--- src/hdl/ctm_pkg.sv ---
/*
  Constants, types and register map of the compact timer.
  Assumes a single 50 MHz clock and a plain strobe register port.
*/
// Functional notes
// - Mode bits: 00 compare, 11 timer, 10 PWM.
// - Clear-select low: period match clears, both flags.
// - Clear-select high: compare-A clears, A flag only.
// - Compare-A zero: overflow at 3FF, no flag outside PWM.
// - Compare pin moves only on compare-A event or enable rise.
// - Action field: high, low, toggle or hold.
// - Enable rise loads pin initial level.
// - Timer mode counts like compare, pin released.
// - PWM ignores clear-select; period source clears.
// - Swap bit exchanges period and duty sources.
// - Period code gives 128 steps, zero 1024.
// - Swapped: compare-A period, code gives duty.
// - Duty at least period means always active.
// - PWM raises both flags on matches.
// - Level bit sets polarity; action enables/forces.
// - Invert bit inverts PWM pin waveform.
// - PWM counting continues while pin forced.
// - Level bit: PWM active level, compare init.
package ctm_pkg;

  localparam int unsigned CTM_CNT_W  = 10;
  localparam int unsigned CTM_PER_W  = 3;
  localparam int unsigned CTM_LOW_W  = CTM_CNT_W - CTM_PER_W;
  localparam int unsigned CTM_ADDR_W = 8;
  localparam int unsigned CTM_DATA_W = 16;
  localparam int unsigned CTM_C1_W   = 8;

  localparam logic [CTM_CNT_W-1:0] CTM_CNT_MAX  = 10'h3FF;
  localparam logic [CTM_CNT_W-1:0] CTM_CNT_ZERO = 10'h000;
  localparam logic [CTM_PER_W-1:0] CTM_PER_ZERO = 3'h0;

  // Register byte offsets.
  localparam logic [CTM_ADDR_W-1:0] CTM_OFF_CTRL0 = 8'h00;
  localparam logic [CTM_ADDR_W-1:0] CTM_OFF_CTRL1 = 8'h04;
  localparam logic [CTM_ADDR_W-1:0] CTM_OFF_CMPA  = 8'h08;
  localparam logic [CTM_ADDR_W-1:0] CTM_OFF_FLAGS = 8'h0C;
  localparam logic [CTM_ADDR_W-1:0] CTM_OFF_COUNT = 8'h10;

  // Field positions.
  localparam int unsigned CTM_C0_EN_BIT  = 0;
  localparam int unsigned CTM_C0_PER_LSB = 1;
  localparam int unsigned CTM_FLG_A_BIT  = 0;
  localparam int unsigned CTM_FLG_P_BIT  = 1;

  typedef enum logic [1:0] {
    CTM_MODE_CMP  = 2'b00,
    CTM_MODE_RSVD = 2'b01,
    CTM_MODE_PWM  = 2'b10,
    CTM_MODE_TMR  = 2'b11
  } ctm_mode_e;

  // Output action codes in compare mode.
  localparam logic [1:0] CTM_CMP_HOLD = 2'h0;
  localparam logic [1:0] CTM_CMP_LOW  = 2'h1;
  localparam logic [1:0] CTM_CMP_HIGH = 2'h2;
  localparam logic [1:0] CTM_CMP_TOG  = 2'h3;
  // Output action codes in PWM mode; other codes drive the waveform.
  localparam logic [1:0] CTM_PWM_FLO  = 2'h0;
  localparam logic [1:0] CTM_PWM_FHI  = 2'h1;

  typedef struct packed {
    ctm_mode_e  mode;
    logic [1:0] output_action;
    logic       output_level_control;
    logic       output_invert;
    logic       period_duty_swap;
    logic       clear_source_select;
  } ctm_ctrl_s;

  localparam ctm_ctrl_s CTM_CTRL_RST = 8'h00;

endpackage

--- src/hdl/ctm_cmp.sv ---
/*
  Comparator stage: compare-A and period matches and the PWM duty test.
  Assumes the caller clears the counter on the match it selects.
*/
`timescale 1ns/100ps
module ctm_cmp #(
  parameter int unsigned CNT_W = ctm_pkg::CTM_CNT_W,
  parameter int unsigned PER_W = ctm_pkg::CTM_PER_W
) (
  // Counter and compare values.
  input  wire logic [CNT_W-1:0] count,
  input  wire logic [CNT_W-1:0] compare_a_value,
  input  wire logic [PER_W-1:0] period_compare_value,
  input  wire logic             period_duty_swap,
  // Match results.
  output      logic             a_hit,
  output      logic             p_hit,
  output      logic             pwm_active
);
  localparam int unsigned LOW_W = CNT_W - PER_W;

  logic [CNT_W-1:0] count_inc;
  logic [CNT_W:0]   duty_val;

  // Matches are taken on the next count so a clear lands on the boundary.
  assign count_inc = CNT_W'(count + 1'b1);
  assign a_hit     = (count_inc == compare_a_value);
  // top three bits, overflow for zero
  assign p_hit     = (count_inc[CNT_W-1 -: PER_W] == period_compare_value) &&
                     (count_inc[LOW_W-1:0] == '0);

  always_comb begin
    if (period_duty_swap) begin
      duty_val = {(period_compare_value == '0), period_compare_value, {LOW_W{1'b0}}};
    end else begin
      duty_val = {1'b0, compare_a_value};
    end
  end

  assign pwm_active = ({1'b0, count} < duty_val);

endmodule // ctm_cmp

--- src/hdl/ctm_top.sv ---
/*
  Compact timer: 10-bit counter, compare, timer and edge-aligned PWM modes.
  Assumes a master that issues one-cycle read or write strobes.
*/
// Added by the designer: the plain strobed port and the register addresses.
`timescale 1ns/100ps
module ctm_top #(
  parameter int unsigned CNT_W  = ctm_pkg::CTM_CNT_W,
  parameter int unsigned PER_W  = ctm_pkg::CTM_PER_W,
  parameter int unsigned ADDR_W = ctm_pkg::CTM_ADDR_W,
  parameter int unsigned DATA_W = ctm_pkg::CTM_DATA_W
) (
  // Clock and reset.
  input  wire logic              clk_sys,
  input  wire logic              rst_b,
  // Register port.
  input  wire logic [ADDR_W-1:0] bus_addr,
  input  wire logic [DATA_W-1:0] bus_wdata,
  input  wire logic              bus_wr,
  input  wire logic              bus_rd,
  output      logic [DATA_W-1:0] bus_rdata,
  // Timer output pin.
  output      logic              tm_pin_out,
  output      logic              tm_pin_oe
);

  logic                  rst_meta_reg;
  logic                  rst_sync_b_reg;
  logic                  enable_reg;
  logic                  en_prev_reg;
  logic [PER_W-1:0]      period_reg;
  ctm_pkg::ctm_ctrl_s    ctrl_reg;
  logic [CNT_W-1:0]      cmpa_reg;
  logic [CNT_W-1:0]      count_reg;
  logic                  a_flag_reg;
  logic                  p_flag_reg;
  logic                  cmp_pin_reg;
  logic                  pin_out_reg;
  logic                  pin_oe_reg;
  logic [DATA_W-1:0]     rdata_reg;
  logic [DATA_W-1:0]     rdata_next;
  logic                  pin_out_next;
  logic                  pin_oe_next;
  logic                  a_hit;
  logic                  p_hit;
  logic                  pwm_active;
  logic                  en_rise;
  logic                  run;
  logic                  is_pwm;
  logic                  clr_on_a;
  logic                  clr_hit;
  logic                  a_evt;
  logic                  p_evt;
  logic                  pwm_lvl;
  logic                  wr_ctrl0;
  logic                  wr_ctrl1;
  logic                  wr_cmpa;
  logic                  wr_flags;

  // Reset is applied at once and released through two flip-flops.
  always_ff @(posedge clk_sys or negedge rst_b) begin
    if (!rst_b) begin
      rst_meta_reg   <= 1'b0;
      rst_sync_b_reg <= 1'b0;
    end else begin
      rst_meta_reg   <= 1'b1;
      rst_sync_b_reg <= rst_meta_reg;
    end
  end

  assign wr_ctrl0 = bus_wr && (bus_addr == ctm_pkg::CTM_OFF_CTRL0);
  assign wr_ctrl1 = bus_wr && (bus_addr == ctm_pkg::CTM_OFF_CTRL1);
  assign wr_cmpa  = bus_wr && (bus_addr == ctm_pkg::CTM_OFF_CMPA);
  assign wr_flags = bus_wr && (bus_addr == ctm_pkg::CTM_OFF_FLAGS);

  always_ff @(posedge clk_sys or negedge rst_sync_b_reg) begin
    if (!rst_sync_b_reg) begin
      enable_reg <= 1'b0;
      period_reg <= ctm_pkg::CTM_PER_ZERO;
    end else if (wr_ctrl0) begin
      enable_reg <= bus_wdata[ctm_pkg::CTM_C0_EN_BIT];
      period_reg <= bus_wdata[ctm_pkg::CTM_C0_PER_LSB +: PER_W];
    end
  end

  always_ff @(posedge clk_sys or negedge rst_sync_b_reg) begin
    if (!rst_sync_b_reg) begin
      ctrl_reg <= ctm_pkg::CTM_CTRL_RST;
    end else if (wr_ctrl1) begin
      ctrl_reg <= ctm_pkg::ctm_ctrl_s'(bus_wdata[ctm_pkg::CTM_C1_W-1:0]);
    end
  end

  always_ff @(posedge clk_sys or negedge rst_sync_b_reg) begin
    if (!rst_sync_b_reg) begin
      cmpa_reg <= ctm_pkg::CTM_CNT_ZERO;
    end else if (wr_cmpa) begin
      cmpa_reg <= bus_wdata[CNT_W-1:0];
    end
  end

  ctm_cmp #(
    .CNT_W (CNT_W),
    .PER_W (PER_W)
  ) u_cmp (
    .count                (count_reg),
    .compare_a_value      (cmpa_reg),
    .period_compare_value (period_reg),
    .period_duty_swap     (ctrl_reg.period_duty_swap),
    .a_hit                (a_hit),
    .p_hit                (p_hit),
    .pwm_active           (pwm_active)
  );

  // Counting starts in the cycle after the enable rise.
  assign en_rise = enable_reg && !en_prev_reg;
  assign run     = enable_reg && en_prev_reg;
  assign is_pwm  = (ctrl_reg.mode == ctm_pkg::CTM_MODE_PWM);

  assign clr_on_a = is_pwm ? ctrl_reg.period_duty_swap : ctrl_reg.clear_source_select;
  assign clr_hit  = clr_on_a ? a_hit : p_hit;

  // compare-A event, zero value silent outside PWM
  assign a_evt = run && a_hit && (is_pwm || (cmpa_reg != ctm_pkg::CTM_CNT_ZERO));
  assign p_evt = run && p_hit && (is_pwm || !ctrl_reg.clear_source_select);

  always_ff @(posedge clk_sys or negedge rst_sync_b_reg) begin
    if (!rst_sync_b_reg) begin
      en_prev_reg <= 1'b0;
    end else begin
      en_prev_reg <= enable_reg;
    end
  end

  always_ff @(posedge clk_sys or negedge rst_sync_b_reg) begin
    if (!rst_sync_b_reg) begin
      count_reg <= ctm_pkg::CTM_CNT_ZERO;
    end else if (en_rise) begin
      count_reg <= ctm_pkg::CTM_CNT_ZERO;
    end else if (run) begin
      count_reg <= clr_hit ? ctm_pkg::CTM_CNT_ZERO : CNT_W'(count_reg + 1'b1);
    end
  end

  // Hardware set wins over a software write-one clear in the same cycle.
  always_ff @(posedge clk_sys or negedge rst_sync_b_reg) begin
    if (!rst_sync_b_reg) begin
      a_flag_reg <= 1'b0;
    end else if (a_evt) begin
      a_flag_reg <= 1'b1;
    end else if (wr_flags && bus_wdata[ctm_pkg::CTM_FLG_A_BIT]) begin
      a_flag_reg <= 1'b0;
    end
  end

  always_ff @(posedge clk_sys or negedge rst_sync_b_reg) begin
    if (!rst_sync_b_reg) begin
      p_flag_reg <= 1'b0;
    end else if (p_evt) begin
      p_flag_reg <= 1'b1;
    end else if (wr_flags && bus_wdata[ctm_pkg::CTM_FLG_P_BIT]) begin
      p_flag_reg <= 1'b0;
    end
  end

  always_ff @(posedge clk_sys or negedge rst_sync_b_reg) begin
    if (!rst_sync_b_reg) begin
      cmp_pin_reg <= 1'b0;
    end else if (en_rise) begin
      cmp_pin_reg <= ctrl_reg.output_level_control;
    end else if (a_evt && (ctrl_reg.mode == ctm_pkg::CTM_MODE_CMP)) begin
      case (ctrl_reg.output_action)
        ctm_pkg::CTM_CMP_LOW:  cmp_pin_reg <= 1'b0;
        ctm_pkg::CTM_CMP_HIGH: cmp_pin_reg <= 1'b1;
        ctm_pkg::CTM_CMP_TOG:  cmp_pin_reg <= !cmp_pin_reg;
        default:               cmp_pin_reg <= cmp_pin_reg;
      endcase
    end
  end

  // level bit picks the active level
  assign pwm_lvl = pwm_active ? ctrl_reg.output_level_control
                              : !ctrl_reg.output_level_control;

  always_comb begin
    pin_out_next = 1'b0;
    pin_oe_next  = 1'b0;
    case (ctrl_reg.mode)
      ctm_pkg::CTM_MODE_CMP: begin
        pin_out_next = cmp_pin_reg ^ ctrl_reg.output_invert;
        pin_oe_next  = 1'b1;
      end
      ctm_pkg::CTM_MODE_PWM: begin
        pin_oe_next = 1'b1;
        case (ctrl_reg.output_action)
          ctm_pkg::CTM_PWM_FLO: pin_out_next = 1'b0;
          ctm_pkg::CTM_PWM_FHI: pin_out_next = 1'b1;
          default:              pin_out_next = pwm_lvl ^ ctrl_reg.output_invert;
        endcase
      end
      // timer mode leaves the pin free
      default: begin
        pin_out_next = 1'b0;
        pin_oe_next  = 1'b0;
      end
    endcase
  end

  always_ff @(posedge clk_sys or negedge rst_sync_b_reg) begin
    if (!rst_sync_b_reg) begin
      pin_out_reg <= 1'b0;
      pin_oe_reg  <= 1'b0;
    end else begin
      pin_out_reg <= pin_out_next;
      pin_oe_reg  <= pin_oe_next;
    end
  end

  always_comb begin
    rdata_next = '0;
    if (bus_rd) begin
      case (bus_addr)
        ctm_pkg::CTM_OFF_CTRL0: rdata_next = DATA_W'({period_reg, enable_reg});
        ctm_pkg::CTM_OFF_CTRL1: rdata_next = DATA_W'(ctrl_reg);
        ctm_pkg::CTM_OFF_CMPA:  rdata_next = DATA_W'(cmpa_reg);
        ctm_pkg::CTM_OFF_FLAGS: rdata_next = DATA_W'({p_flag_reg, a_flag_reg});
        ctm_pkg::CTM_OFF_COUNT: rdata_next = DATA_W'(count_reg);
        default:                rdata_next = '0;
      endcase
    end
  end

  always_ff @(posedge clk_sys or negedge rst_sync_b_reg) begin
    if (!rst_sync_b_reg) begin
      rdata_reg <= '0;
    end else begin
      rdata_reg <= rdata_next;
    end
  end

  assign bus_rdata  = rdata_reg;
  assign tm_pin_out = pin_out_reg;
  assign tm_pin_oe  = pin_oe_reg;
endmodule // ctm_top

--- config.mk ---
export PLATFORM = sky130hd
export DESIGN_NAME = ctm_top
export DESIGN_NICKNAME = d
export VERILOG_FILES = /design/src/hdl/ctm_pkg.sv /design/src/hdl/ctm_cmp.sv /design/src/hdl/ctm_top.sv
export SDC_FILE = /design/constraint.sdc
export NUM_CORES = 1
export LEC_CHECK = 0
export ABC_AREA = 1
export BUFFER_PORTS_ARGS = -buffer_cell sky130_fd_sc_hd__buf_2
export CAP_MARGIN = 15
export CORE_MARGIN = 2
export CORE_UTILIZATION = 52
export DETAILED_ROUTE_END_ITERATION = 12
export PLACE_DENSITY = 0.76
export SLEW_MARGIN = 30
export SYNTH_ARGS = -nofsm -noshare
export SYNTH_HDL_FRONTEND = slang
export SYNTH_HIERARCHICAL = 1
export SYNTH_SLANG_ARGS = --single-unit
--- constraint.sdc ---
create_clock -name clk_sys -period 1.6 [get_ports clk_sys]
set_clock_uncertainty 0.1 [all_clocks]
set_input_delay 0.08 -clock clk_sys [delete_from_list [all_inputs] [get_ports clk_sys]]
set_output_delay 0.08 -clock clk_sys [all_outputs]
set_load 0.03 [all_outputs]
; ---- Word-level counts from Yosys, hierarchy flattened
; Cells that the tools add are included.
[word_totals]
reg_bits = 56
in_bits = 28
out_inout_bits = 18
word_cells = 85
[op_classes]
addsub = 1
order_cmp = 1
n_eq_ne = 10
n_mux = 19
n_bitwise = 2
reduce_logical = 33
[ops]
columns = operator, count
row1 = 10-bit case mux with 5 select lines, 1
row2 = 10-bit 2-to-1 mux, 4
row3 = "8-bit by 4-bit == test with 1-bit output, second input constant", 2
row4 = 1-bit logical AND, 14
row5 = 10-bit by 11-bit less-than comparator with 1-bit output, 1
row6 = 11-bit 2-to-1 mux, 1
row7 = "10-bit by 1-bit adder with 10-bit output, second input constant", 1
row8 = 10-bit == test, 1
row9 = 1-bit 2-to-1 mux, 10
row10 = 10-bit nonzero test, 1
row11 = "8-bit by 3-bit == test with 1-bit output, second input constant", 1
row12 = "8-bit by 5-bit == test with 1-bit output, second input constant", 1
row13 = 8-bit zero test, 1
row14 = 2-bit nonzero test, 4
row15 = 7-bit zero test, 1
row16 = "2-bit == test, second input constant", 3
row17 = 1-bit zero test, 4
row18 = 2-bit zero test, 2
row19 = 1-bit case mux with 2 select lines, 2
row20 = 4-bit nonzero test, 1
row21 = 3-bit == test, 1
row22 = 3-bit zero test, 1
row23 = 1-bit case mux with 3 select lines, 1
row24 = "2-bit by 1-bit == test with 1-bit output, second input constant", 1
row25 = 4 further kinds, 6

; ---- Depth between registers and ports, before layout
[depth]
depth_word = 7
mapped_depth = 16
ltp_nobuf = 16

; ---- By module
; Netlist, hierarchy kept.
[by_module_without_submodules]
columns = mod, n_inst, cells_each, area_each_um2, seq_area_each_um2
row1 = ctm_top, 1, 321, 2582.5, 1251.2
row2 = ctm_cmp, 1, 144, 748.2, 0.0

; ---- Least setup slack after synthesis
; OpenSTA, ideal clock, no wires.
[synth_path]
path_kind = register to register
startpoint = reg ctrl_reg[1] in the netlist's numbering
endpoint = reg pin_out_reg (netlist: tm_pin_out)
setup_time_ns = 0.129
arrival_ns = 1.875
t_required_ns = 1.371
path_slack_ns = -0.504
path_stages_with_launch = 12
n_path_buf = 0
period_less_slack_ns = 2.104
path_cell_list = dfrtp_1 > inv_1 > or2_2 > o21ai_0 > ha_1 > nand4_1 > a21oi_1 > o22ai_1 > xor2_1 > nor2_1 > o21ai_0 > o21ai_0
[synth_between]
elab_chain_cells = 6
[synth_lines]
columns = item, line
row1 = "start, declared", ctm_top.sv:32  ; ctm_pkg::ctm_ctrl_s ctrl_reg;
row2 = "start signal, assigned", ctm_top.sv:88  ; ctrl_reg <= ctm_pkg::CTM_CTRL_RST;
row3 = "start signal, assigned", ctm_top.sv:90  ; ctrl_reg <= ctm_pkg::ctm_ctrl_s'(bus_wdata[ctm_pkg::CTM_C1_W-1:0]);
row4 = 11-bit 2-to-1 mux, ctm_cmp.sv:33  ; if (period_duty_swap) begin
row5 = 10-bit by 11-bit less-than comparator with 1-bit output, ctm_cmp.sv:40  ; assign pwm_active = ({1'b0, count} < duty_val);
row6 = via pwm_active, ctm_top.sv:46  ; logic pwm_active;
row7 = 1-bit 2-to-1 mux, ctm_top.sv:182  ; assign pwm_lvl = pwm_active ? ctrl_reg.output_level_control
row8 = 1-bit XOR, ctm_top.sv:198  ; default: pin_out_next = pwm_lvl ^ ctrl_reg.output_invert;
row9 = 1-bit case mux with 2 select lines, ctm_top.sv:195  ; case (ctrl_reg.output_action)
row10 = 1-bit case mux with 2 select lines, ctm_top.sv:188  ; case (ctrl_reg.mode)
row11 = via pin_out_next, ctm_top.sv:42  ; logic pin_out_next;
row12 = "end signal, assigned", ctm_top.sv:214  ; pin_out_reg <= pin_out_next;
row13 = "end, declared", ctm_top.sv:38  ; logic pin_out_reg;
; The timed path passes the listed nets, and every way through them passes these cells.
; A chain may end at the register's enable or synchronous reset.

; ---- Final worst setup path
[layout_path]
startpoint = reg count_reg[0]
endpoint = reg cmp_pin_reg
[layout_between]
elab_chain_cells = 7
[layout_lines]
columns = item, line
row1 = "start, declared", ctm_top.sv:34  ; logic [CNT_W-1:0] count_reg;
row2 = "start signal, assigned", ctm_top.sv:137  ; count_reg <= ctm_pkg::CTM_CNT_ZERO;
row3 = "start signal, assigned", ctm_top.sv:139  ; count_reg <= ctm_pkg::CTM_CNT_ZERO;
row4 = "start signal, assigned", ctm_top.sv:141  ; count_reg <= clr_hit ? ctm_pkg::CTM_CNT_ZERO : CNT_W'(count_reg + 1'b1);
row5 = 10-bit by 1-bit adder with 10-bit output, ctm_cmp.sv:26  ; assign count_inc = CNT_W'(count + 1'b1);
row6 = 10-bit == test, ctm_cmp.sv:27  ; assign a_hit = (count_inc == compare_a_value);
row7 = via a_hit, ctm_top.sv:44  ; logic a_hit;
row8 = 1-bit logical AND (2 in a row), ctm_top.sv:124  ; assign a_evt = run && a_hit && (is_pwm || (cmpa_reg != ctm_pkg::CTM_CNT_ZERO));
row9 = 1-bit logical AND, ctm_top.sv:171  ; end else if (a_evt && (ctrl_reg.mode == ctm_pkg::CTM_MODE_CMP)) begin
row10 = 2-bit nonzero test (no line), --
row11 = 2-bit AND reduction (no line), --
row12 = "end signal, assigned", ctm_top.sv:170  ; cmp_pin_reg <= ctrl_reg.output_level_control;
row13 = "end signal, assigned", ctm_top.sv:175  ; ctm_pkg::CTM_CMP_TOG: cmp_pin_reg <= !cmp_pin_reg;
row14 = "end signal, assigned", ctm_top.sv:176  ; default: cmp_pin_reg <= cmp_pin_reg;
row15 = "end, declared", ctm_top.sv:37  ; logic cmp_pin_reg;
; The timed path passes the listed nets, and every way through them passes these cells.

==> summary.md <==
| Metric | Value |
|---|---|
| Status | complete, but fails checks |
| Failing checks | setup timing |
| Buffers on Ports | 33 |
| Slowest stage delay, CP | 480 ps |
| Post-synthesis sequential area ratio | 0.376 |
| R2R setup slack | -670 ps |
| Die ar. | 7060 um2 |
| Sink Count | 50 |
| RSZ-0062 raised after global routing | true |
| # DRC | 0 |
| Startpoint types | flip-flop |
| Pin count of the biggest net entering global routing | 49 |
| CP endpoint kind | flip-flop |
| Min-delay src | bus_rd |
| Power density over cell area | just under 1000 nW/um2 |
| Worst R2R End | cmp_pin_reg |
| Starting Density | 0.531 |
| Hold EP | bus_rdata[9] |
| Synth top area share | 0.376 |
| Initial antenna violation count | 0 |
| Mapped Cells | 465 |
| Clk Latency, worst-skew pair | 310 ps |
| Die Y | 84.0 um |
| Clock slew at reported path FFs | 90 ps |
| Mapped Area | 3330 um2 |
| I/O pin count | 46 |
| CTS root buffer | clkbuf_8 |
| Synth cell types | 30 |
| Crit path buf inv count | 1 |
| Leading post-synthesis cells by cell area | dfrtp_1 38%, nand2_1 13%, nand3_1 9.3% |
| Worst setup path class | reg -> reg |
| Filler Cells Inserted | 490 |
| CP Cell Sequence | ha_4 -> xnor2_2 -> nand2_1 -> nor2_1 -> nand3_1 -> nor2_1 -> nand3_2 -> nor2_4 -> inv_2 -> nor2_4 -> nand3_2 -> nand2_1 -> nand3_1 |
| Yosys warnings | 6 |
| Non-filler cells, final | 656 |
| Setup violators final | 14 |
| Crit path DAT | approximately 2400 ps |
| Final ANT Viol Nets | 0 |
| CTS H-tree depth | 2 |
| R2R depth | 13 |
| HP Class | in -> reg |
| Deepest clock path buffer count | 2 |
| Most frequent cells in the layout | 110 x nand2_1, 62 x buf_4, 54 x nand3_1 |
| Final WL | 10400 um |
| Initial DRC Count | 333 |
| Gr ovfl total | 0 |
| Max cap viols | 0 |
| Die Wd | 84.0 um |
| First-pass GRT wire length | 16500 um |
| Cells on Worst Hold Path | 3 |
| Synth area leader | dfrtp_1 |
| Drt pass-1 iters | 5 |
| GRT Util Overall | 0.300 |
| Share of layout cells above drive strength 1 | 0.304 |
| Fin. max-slew vios | 0 |
| Most common cell after layout, fill and taps aside | nand2_1 |
| Worst EP required | 1690 ps |
| DR WL/cell | 15.8 um |
| Number of cell rows | 29 |
| PnR Total Power | 4.48 mW |
| RD Place Congestion | 0.925 |
| Seq cells post-synth | 50 |
| Routed via count | 3523 |
| CTS Buf Count | 5 |
| Crit path max-delay cell type | dfrtp_2 |
| Synth-to-layout area growth | 36.1% |
| Worst hold slack | ~13 ps |
| Diode count | 0 |
| Cells after DPL | 628 |
| Max FO, Critical Path | 5 |
| Min Tclk post-route | 2270 ps |
| Final WS setup | -671 ps |
| Fmax | 440 MHz |
| Leak pwr | around 2.4 nW |
| Core Region | 6280 um2 |
| Dpl hpwl | 7690 um |
| Reg2reg start | count_reg[0] |
| Vias per cell | 5.37 |
| Final net count | 620 |
| Top delay family on crit path | simple AND/OR/NAND/NOR gates |
| Vias in the first global route | about 3300 |
| Setup_tns | -8180 ps |
| Dpl ws | -614 ps |
| Max VDD drop | 778 uV |
| Syn_area_per_cell | ~7.2 um2 |
| Fin. Hold Viols | 0 |
| Tcrit/Tclk final | 1.42 |
| CTS tree | built |
-- final cells by class --
| class | instances | area [um2] | share of cell area |
|---|---|---|---|
| inverter | 56 | 213 | 0.0469 |
| clock buffer | 5 | 68.8 | 0.0152 |
| sequential | 50 | 1260 | 0.278 |
| multi-input combinational | 353 | 2040 | 0.449 |
| timing repair buffer | 112 | 815 | 0.180 |
| tap | 77 | 96.3 | 0.0213 |
| clock inverter | 3 | 43.8 | 0.00966 |
-- tightest hold or removal path, delay by kind of cell --
kind            cells  cell delay (ps)
compound gates      1               60
buf+inv             1              100
simple gates        1              150
-- how the worst max path moves through the flow --
| stage | from | endpoint | slack (ps) | depth (start not counted) |
|---|---|---|---|---|
| 2_1_floorplan | ctrl_reg[1] | tm_pin_out | -370 | 12 |
| 3_3_place_gp | ctrl_reg[1] | tm_pin_out | -570 | 12 |
| 3_5_place_dp | ctrl_reg[1] | tm_pin_out | -610 | 12 |
| 4_1_cts | ctrl_reg[1] | tm_pin_out | -560 | 12 |
| 5_1_grt | count_reg[0] | cmp_pin_reg | -790 | 13 |
| 6_report | count_reg[0] | cmp_pin_reg | -670 | 13 |
-- timing repair --
action / CTS / global route
buffers inserted: 0 / 7
hold endpoints to repair: 22 / 0
setup endpoints to repair: 14 / 14
pin swaps: 7 / 19
hold buffers: 13 / 0
gates resized for setup: 20 / 28
-- Yosys cell counts --
cell type / count
nor2_4: 4
nor2_1: 55
or2_2: 1
nor2_8: 2
buf_4: 7
nand3b_1: 3
nand2_4: 3
xor2_1: 7
nand3_1: 62
nand2_1: 117
nor2_2: 3
o22ai_1: 3
clkbuf_1: 2
xnor2_1: 4
buf_8: 1
nor3_1: 3
inv_2: 1
conb_1: 2
nand4_1: 7
dfrtp_1: 50
a21oi_1: 15
o21ai_1: 2
nand2_2: 5
ha_1: 14
o21bai_1: 2
a21o_1: 1
inv_1: 54
o21ai_0: 33
buf_6: 1
clkinv_1: 1
-- power breakdown --
| group | leakage, nW | total [mW] | switching (mW) | internal [mW] |
|---|---|---|---|---|
| Clock | 0.0585 | 0.911 | 0.442 | 0.469 |
| Sequential | 0.592 | 1.60 | 0.199 | 1.40 |
| Combinational | 1.73 | 1.96 | 1.07 | 0.889 |
| Total | 2.38 | 4.48 | 1.72 | 2.76 |
-- routing by layer --
| layer | vias to the layer above | global-route usage | share of wire |
|---|---|---|---|
| li1 | 1713 | - | - |
| met5 | - | 0 | 0 |
| met2 | 118 | 0.508 | 0.51 |
| met4 | 0 | 0.101 | 0.027 |
| met1 | 1668 | 0.388 | 0.41 |
| met3 | 24 | 0.0524 | 0.054 |
-- kinds of logic after synthesis --
group	synth area share
other cells	0.00225
fa+ha+maj	0.0526
buf+inv	0.0890
compound gates	0.0875
simple gates	0.364
flops	0.376
xor+xnor	0.0289
-- metrics by stage --
stage,util,instance area [um2]
after global routing,0.722,4530
after floorplan,-,3410
after global placement,0.644,4050
final,0.722,4530
after detailed placement,0.644,4050
after CTS,0.697,4380
(Power assumes the default switching activity.)
